File: src/design/pcl_pkg.sv
// Purpose: Constants and types for the parallel configuration loader
// Assumes: 100 MHz system clock, host clock sampled as a plain input
// Notes: Ratio of one host clock cycle per data word
package pcl_pkg;

   // Timing
   localparam int CLK_PERIOD_NS = 10;
   localparam int POR_DELAY_US = 100;
   localparam int POR_CYCLES = (POR_DELAY_US * 1000 + CLK_PERIOD_NS - 1) / CLK_PERIOD_NS;
   localparam int INIT_FALL_EDGES = 2;

   // Image layout
   localparam int IMAGE_WORDS_DEF = 16;
   localparam int OPT_INIT_DONE_BIT = 0;
   localparam int DATA_PINS = 32;
   localparam int WORD_BITS = 16;
   localparam int BYTE_BITS = 8;

   // Loader states
   typedef enum logic [4:0] {
      ST_POR = 5'h01,
      ST_HOLD = 5'h02,
      ST_LOAD = 5'h04,
      ST_INIT = 5'h08,
      ST_USER = 5'h10
   } pcl_state_t;

   // Pins from the host
   typedef struct packed {
      logic request_n;
      logic clk;
      logic wide16;
      logic [DATA_PINS-1:0] data;
   } pcl_pins_t;

   // Word handed to the configuration memory
   typedef struct packed {
      logic valid;
      logic wide16;
      logic [WORD_BITS-1:0] data;
   } pcl_word_t;

endpackage : pcl_pkg

File: src/design/pcl_sync.sv
// Purpose: Two-stage synchroniser for host pins
// Assumes: Inputs asynchronous to clock_i
// Notes: First stage feeds only the second stage
`timescale 1ns/1ns
module pcl_sync
   import pcl_pkg::*;
#(
   parameter int WIDTH = 1
)
(
   input wire logic clock_i,
   input wire logic rstn_i,
   input wire logic [WIDTH-1:0] d_i,
   output logic [WIDTH-1:0] q_o
);

   logic [WIDTH-1:0] meta_q;
   logic [WIDTH-1:0] sync_q;

   // Two flops in series
   always_ff @(posedge clock_i or negedge rstn_i)
   begin
      if (!rstn_i)
      begin
         meta_q <= '0;
         sync_q <= '0;
      end
      else
      begin
         meta_q <= d_i;
         sync_q <= meta_q;
      end
   end

   assign q_o = sync_q;

endmodule : pcl_sync

File: src/design/pcl_loader.sv
// Purpose: Fast passive parallel configuration port, one word per host clock
// Assumes: Host clock far slower than clock_i, sampled and edge detected
// Notes: Image length fixed by parameter, last word carries the option bit
`timescale 1ns/1ns
module pcl_loader
   import pcl_pkg::*;
#(
   parameter int IMAGE_WORDS = IMAGE_WORDS_DEF,
   parameter int POR_COUNT = POR_CYCLES
)
(
   input wire logic clock_i,
   input wire logic rstn_i,
   input wire logic config_request_n_i,
   input wire logic config_clock_i,
   input wire logic wide16_i,
   input wire logic [DATA_PINS-1:0] data_i,
   output logic config_status_n_o,
   output logic config_complete_o,
   output logic init_done_o,
   output logic init_done_oe_n_o,
   output logic user_io_en_o,
   output logic user_mode_o,
   output pcl_word_t cfg_word_o
);

   localparam int CW = $clog2(IMAGE_WORDS + 1);
   localparam int PW = $clog2(POR_COUNT + 1);
   localparam logic [CW-1:0] LAST_WORD = CW'(IMAGE_WORDS - 1);
   localparam logic [PW-1:0] POR_LAST = PW'(POR_COUNT - 1);
   localparam logic [1:0] FALL_LAST = 2'(INIT_FALL_EDGES - 1);

   pcl_pins_t pins_raw;
   pcl_pins_t pins_s;
   logic clk_prev_q;
   logic clk_rise;
   logic clk_fall;

   pcl_state_t state_q, state_d;
   logic [PW-1:0] por_cnt_q, por_cnt_d;
   logic [CW-1:0] word_cnt_q, word_cnt_d;
   logic [1:0] fall_cnt_q, fall_cnt_d;
   logic opt_q, opt_d;
   pcl_word_t word_q, word_d;
   logic status_q, status_d;
   logic complete_q, complete_d;
   logic user_q, user_d;
   logic init_oe_n_q, init_oe_n_d;

   // Host pins into the clock domain
   assign pins_raw = '{request_n: config_request_n_i, clk: config_clock_i,
                       wide16: wide16_i, data: data_i};

   pcl_sync #(.WIDTH($bits(pcl_pins_t))) u_sync (
      .clock_i(clock_i),
      .rstn_i(rstn_i),
      .d_i(pins_raw),
      .q_o(pins_s)
   );

   // Edge detect on the synchronised host clock
   always_ff @(posedge clock_i or negedge rstn_i)
   begin
      if (!rstn_i)
      begin
         clk_prev_q <= 1'b0;
      end
      else
      begin
         clk_prev_q <= pins_s.clk;
      end
   end

   assign clk_rise = pins_s.clk & ~clk_prev_q;
   assign clk_fall = ~pins_s.clk & clk_prev_q;

   // Next state, counters and captured words
   always_comb
   begin
      state_d = state_q;
      por_cnt_d = por_cnt_q;
      word_cnt_d = word_cnt_q;
      fall_cnt_d = fall_cnt_q;
      opt_d = opt_q;
      word_d = '0;
      unique case (state_q)
         ST_POR:
         begin
            por_cnt_d = por_cnt_q + 1'b1;
            if (por_cnt_q == POR_LAST)
            begin
               state_d = ST_HOLD;
            end
         end
         ST_HOLD:
         begin
            word_cnt_d = '0;
            fall_cnt_d = '0;
            opt_d = 1'b0;
            if (pins_s.request_n)
            begin
               state_d = ST_LOAD;
            end
         end
         ST_LOAD:
         begin
            if (!pins_s.request_n)
            begin
               state_d = ST_HOLD;
            end
            else if (clk_rise)
            begin
               word_d.valid = 1'b1;
               word_d.wide16 = pins_s.wide16;
               word_d.data = pins_s.wide16 ? pins_s.data[WORD_BITS-1:0]
                  : {{(WORD_BITS-BYTE_BITS){1'b0}}, pins_s.data[BYTE_BITS-1:0]};
               word_cnt_d = word_cnt_q + 1'b1;
               if (word_cnt_q == LAST_WORD)
               begin
                  opt_d = pins_s.data[OPT_INIT_DONE_BIT];
                  state_d = ST_INIT;
               end
            end
         end
         ST_INIT:
         begin
            if (!pins_s.request_n)
            begin
               state_d = ST_HOLD;
            end
            else if (clk_fall)
            begin
               fall_cnt_d = fall_cnt_q + 1'b1;
               if (fall_cnt_q == FALL_LAST)
               begin
                  state_d = ST_USER;
               end
            end
         end
         ST_USER:
         begin
            if (!pins_s.request_n)
            begin
               state_d = ST_HOLD;
            end
         end
         default:
         begin
            state_d = ST_POR;
         end
      endcase
   end

   // Pin levels follow the next state so they line up with state_q
   always_comb
   begin
      status_d = !(state_d == ST_POR || state_d == ST_HOLD);
      complete_d = (state_d == ST_INIT) || (state_d == ST_USER);
      user_d = (state_d == ST_USER);
      init_oe_n_d = !((state_d == ST_INIT) && opt_d);
   end

   // Registers
   always_ff @(posedge clock_i or negedge rstn_i)
   begin
      if (!rstn_i)
      begin
         state_q <= ST_POR;
         por_cnt_q <= '0;
         word_cnt_q <= '0;
         fall_cnt_q <= 2'h0;
         opt_q <= 1'b0;
         word_q <= '0;
         status_q <= 1'b0;
         complete_q <= 1'b0;
         user_q <= 1'b0;
         init_oe_n_q <= 1'b1;
      end
      else
      begin
         state_q <= state_d;
         por_cnt_q <= por_cnt_d;
         word_cnt_q <= word_cnt_d;
         fall_cnt_q <= fall_cnt_d;
         opt_q <= opt_d;
         word_q <= word_d;
         status_q <= status_d;
         complete_q <= complete_d;
         user_q <= user_d;
         init_oe_n_q <= init_oe_n_d;
      end
   end

   // Outputs straight from flops, except init_done_o which is tied low
   assign config_status_n_o = status_q;
   assign config_complete_o = complete_q;
   assign init_done_o = 1'b0 & init_oe_n_q;
   assign init_done_oe_n_o = init_oe_n_q;
   assign user_io_en_o = user_q;
   assign user_mode_o = user_q;
   assign cfg_word_o = word_q;
endmodule : pcl_loader

File: config.mk
export PLATFORM = sky130hd
export DESIGN_NAME = pcl_loader
export DESIGN_NICKNAME = d
export VERILOG_FILES = /design/src/design/pcl_pkg.sv /design/src/design/pcl_sync.sv /design/src/design/pcl_loader.sv
export SDC_FILE = /design/constraint.sdc
export NUM_CORES = 1
export LEC_CHECK = 0
export ABC_CLOCK_PERIOD_IN_PS = 2170
export BUFFER_PORTS_ARGS = -buffer_cell sky130_fd_sc_hd__buf_2
export CORE_ASPECT_RATIO = 1.5
export CORE_UTILIZATION = 53
export DETAILED_ROUTE_END_ITERATION = 6
export PLACE_DENSITY = 0.82
export SLEW_MARGIN = 20
export SYNTH_ARGS = -nofsm -noshare
export SYNTH_HDL_FRONTEND = slang
export SYNTH_SLANG_ARGS = --single-unit
File: constraint.sdc
create_clock -name clock_i -period 2.17 [get_ports clock_i]
set_clock_uncertainty 0.1 [all_clocks]
set_input_delay 0.1085 -clock clock_i [delete_from_list [all_inputs] [get_ports clock_i]]
set_output_delay 0.1085 -clock clock_i [all_outputs]
set_load 0.02 [all_outputs]
-- After elaboration in Yosys (flattened, before gate mapping)
Index checks and enable logic that the tools add are counted.
W data, S select, Z words.
- register bits: 120
- input bits: 37
- word-level logic and storage cells: 71
- $add $sub $neg: 3
- equal/unequal tests: 16
- muxes and demuxes: 24
- bitwise gates (word level): 4
- reduce and logical (&&, ||, !) cells: 9
- operators with widths (kind ; number):
    $mux W5 ; 11
    $mux W18 ; 3
    $pmux W5 S5 ; 1
    $mux W16 ; 1
    $eq A5 B4 Y1 const B ; 3
    $add A14 B1 Y14 const B ; 1
    $eq A14 B14 Y1 const B ; 1
    $eq A5 B1 Y1 const B ; 2
    $eq A5 B2 Y1 const B ; 2
    $eq A5 B5 Y1 const B ; 2
    $pmux W5 S2 ; 1
    $reduce_and A3 Y1 ; 2
    $add A5 B1 Y5 const B ; 1
    $eq A5 B3 Y1 const B ; 1
    $mux W2 ; 2
    $ne A2 B1 Y1 const B ; 2
    $ne A2 B2 Y1 const B ; 2
    $pmux W2 S2 ; 1
    $reduce_bool A2 Y1 ; 2
    $mux W1 ; 3
    $add A2 B1 Y2 const B ; 1
    $and A1 B1 Y1 ; 2
    $eq A2 B1 Y1 const B ; 1
    $logic_not A1 Y1 ; 2
    4 further kinds ; 6

-- Longest topological paths before layout
- depth after elaboration: 8
- depth in mapped cells: 7

-- Modules after synthesis
Synthesis repeated with hierarchy kept, for this count alone.
- cells, all modules: 249
- area total of the unflattened synthesis: 3892.5 um^2
- by module, submodules not included (module ; times used ; cells each ; area each (um^2)):
    pcl_loader ; 1 ; 179 ; 2140.8
    pcl_sync ; 1 ; 70 ; 1751.7

-- Least setup slack after synthesis
OpenSTA, ideal clock, no wires.
- path type: register to register
- start point: reg word_cnt_q[0]
- end point: reg opt_q
- data arrival time: 1.546 ns
- required time: 1.991 ns
- slack: 0.445 ns
- cell stages (with the launch flop): 8
- buffers on the path: 0
- cells stage by stage: dfrtp_1 ha_1 and3_1 ha_1 and3b_1 and4_1 nand2_1 mux2i_1
- word-level cells in the longest chain between the ends: 5
- RTL lines (element ; line ; RTL):
    start: declaration ; pcl_loader.sv:41 ; logic [CW-1:0] word_cnt_q, word_cnt_d;
    start signal: assignment ; pcl_loader.sv:183 ; word_cnt_q <= word_cnt_d;
    $eq A5 B4 Y1 ; pcl_loader.sv:118 ; if (word_cnt_q == LAST_WORD)
    $mux W1 ; pcl_loader.sv:118 ;
    $mux W1 ; pcl_loader.sv:111 ; else if (clk_rise)
    $mux W1 ; pcl_loader.sv:107 ; if (!pins_s.request_n)
    $pmux W1 S2 ; pcl_loader.sv:86 ; unique case (state_q)
    net opt_d ; pcl_loader.sv:43 ; logic opt_q, opt_d;
    end signal: assignment ; pcl_loader.sv:185 ; opt_q <= opt_d;
    end: declaration ; pcl_loader.sv:43 ;
The timed path passes the listed nets, and every way through them passes these cells.
A chain may end at the register's enable or synchronous reset.

-- Final worst setup path
Ends and elaborated chain as after synthesis.

==> results.toml <==
[synth]
synth_edf_count = 0
ys_ff_latch = 88
syn_nets = 270
netlist_top_cells_area = "dfrtp_1, and3_1, xnor2_1, and2_1, xor2_1"
ys_types = 44
yosysTopAreaCellShare_pct = 68.4
seq_area_frac_synth_pct = 70.0
netlist_instances = 229
syn_area_per_cell_um2 = 13.7
netlist_area_um2 = 3150
synth_ff_type = "dfrtp_1"
async_reset_ff_share_pct = 100
yosys.area.top_type = "dfrtp_1"
ys_warn_count = 0

[route]
routed_wl_um = 5130
first_pass_iters = 6
drc = 0
ant_nets = 0
num_vias = 1946
dr.first_iter.drc_count = 194
wire_per_inst_um = 13.7
viasPerCell = 5.18

[floorplanning]
die_h_um = 96.4
io_pins = 61
fp.dieW_um = 64.9
die_area_um2 = 6260
fp.coreArea_um2 = 5740
placementRows = 34
start_util_pct = 54.8

[critical_path]
path_cells = "ha_1 -> and3_1 -> ha_1 -> and3b_1 -> and4_1 -> nand2_1 -> mux2i_1"
crit_path_max_fanout = 4
critPathCaptureType = "flop"
path_buf_inv = 0
arrival_ns = 2.06
critical_path_required_ns = 2.34
critical_path_class = "reg2reg"
cp_slowest_cell = "dfrtp_1"
crit_family = "simple AND/OR/NAND/NOR gates"
max_stage_delay_ns = 0.42
start_kind = "flop"
critical_path.most_common_cell = "ha_1"

[clocking]
cts.clk_slew.worst_paths_ns = 0.11
cts_inserted_buffers = 9
clk_latency_ns = 0.36
tritoncts = "done"
cts_max_path_buffers = 2
cts_setup_buffers = 0
htree_levels = 3
clock-sinks = 88
cts_hold_buf = 20
cts_root_buf = "clkbuf_8"
ctsResizeCount = 0

[global_routing]
grt_pass1_wl_um = 8470
grt_usage_pct = 18.7
antenna_found_initial = 0
grt_overflow_total = 0
first_global_vias = 1876
grt_max_degree = 89

[run]
drv_cap = 0

[finish]
final_common_cell = "dfrtp_1"
area_delta_synth_final_pct = 21.9
final_util_pct = 66.8
drive_gt1_share_pct = 25.3
n_antenna_cell = 0
fin_nets = 340
layout_common_cells = "dfrtp_1, buf_2, dlygate4sd3_1"
stdcell_area_um2 = 3840
final_cell_count_no_fill = 376
fillers = 419

[timing]
period_share_pct = 87.3
tns_ns = 0
rsz0062_at_grt = "no"
setup_viol = 0
slew_viol_final = 0
finalCriticalPeriod_ns = 1.89
max_freq_mhz = 528
hold_viol = 0

[placed_design]
gp_congestion = 0.788
portBuffers = 43
dp_hpwl_um = 3210
dp.cells = 340
place_area_um2 = 3440

[pwr]
power.total_mw = 2.84
p_leak_nw = 1.95
peakVddDrop_uv = 556
p_per_area_nw_per_um2 = 740

[min_path]
min_path_type = "in2async"

[status]
status = "finished clean"
## worst register-to-register path, cell delays in order (launching register included)
cell and delay [ns]:
dfrtp_1 0.42, ha_1 0.23, and3_1 0.19, ha_1 0.17
and3b_1 0.17, and4_1 0.24, nand2_1 0.10, mux2i_1 0.20
## routing by layer
layer	wire length (um)	share of wire [%]	global-route usage [%]	up-vias
li1	-	-	-	919
met1	1960	38	21.1	966
met2	2820	55	31.9	48
met3	181	3.5	3.99	13
met4	165	3.2	12.0	0
met5	0	0	0	-
## registers in the layout (all words and copies together), names as in the netlist
register and count:
u_sync.meta_q 19, state_q 5, config_complete_o 1, word_cnt_q 5
opt_q 1, por_cnt_q 14, clk_prev_q 1, fall_cnt_q 2
user_io_en_o 1, u_sync.q_o 19, cfg_word_o 18, config_status_n_o 1
init_done_oe_n_o 1
## power breakdown
group          total (mW)  switching, mW  leakage [nW]  internal (mW)
clock                1.07          0.618        0.0962          0.450
combinational      0.0852         0.0429         0.730         0.0423
sequential           1.69         0.0133          1.12           1.67
total                2.84          0.674          1.95           2.17
## cells in the mapped netlist (3+ instances only)
cell type	count
buf_4	3
nand2_1	11
ha_1	4
dfrtp_1	86
a21oi_1	4
xor2_1	7
and3_1	13
buf_2	3
inv_1	5
and2_1	11
nand4_1	6
xnor2_1	9
nor3b_1	3
nor2_1	12
nand3_1	8
o21ai_0	9
## cell type report
cell class | count | area (um^2) | share of cell area [%]
timing repair buffer | 67 | 460 | 12.0
inverter | 6 | 22.5 | 0.587
sequential | 88 | 2200 | 57.5
multi-input combinational | 127 | 867 | 22.6
tap | 72 | 90.1 | 2.35
clock inverter | 7 | 67.6 | 1.76
clock buffer | 9 | 124 | 3.23
## through the flow
stage | hold WS, ns | setup WS [ns]
finish | 0.203 | 0.276
global route | 0.254 | 0.172
CTS | 0.228 | 0.280
detailed placement | 0.0795 | 0.317
global placement | 0.0711 | 0.383
floorplan | -0.287 | 0.445
## final timing paths
path                                  start          endpoint  slack [ns]  cells after the start
setup / recovery              word_cnt_q[0]             opt_q        0.28                      7
hold / removal                       rstn_i    cfg_word_o[14]        0.20                      3
setup reg to reg              word_cnt_q[0]             opt_q        0.28                      7
hold reg to reg            u_sync.meta_q[7]     u_sync.q_o[7]        0.25                      0
max in group asynchronous            rstn_i  init_done_oe_n_o        1.36                      3
min in group clock_i       u_sync.meta_q[7]     u_sync.q_o[7]        0.25                      0
## logic make-up (layout without fill, tap and decap cells)
| family | count (synthesis) | after routing | synth area share, % |
|---|---|---|---|
| DFF | 88 | 88 | 70.0 |
| and+or+nand+nor | 82 | 82 | 16.3 |
| xor gates and xnor gates | 16 | 16 | 4.45 |
| adders and majority gates | 4 | 4 | 1.59 |
| other | 1 | 1 | 0.119 |
| buffers and inverters | 14 | 89 | 2.42 |
| muxes | 3 | 3 | 1.03 |
| AOI/OAI and AO/OA | 21 | 21 | 4.01 |
Power figures use the tool's default switching activity.
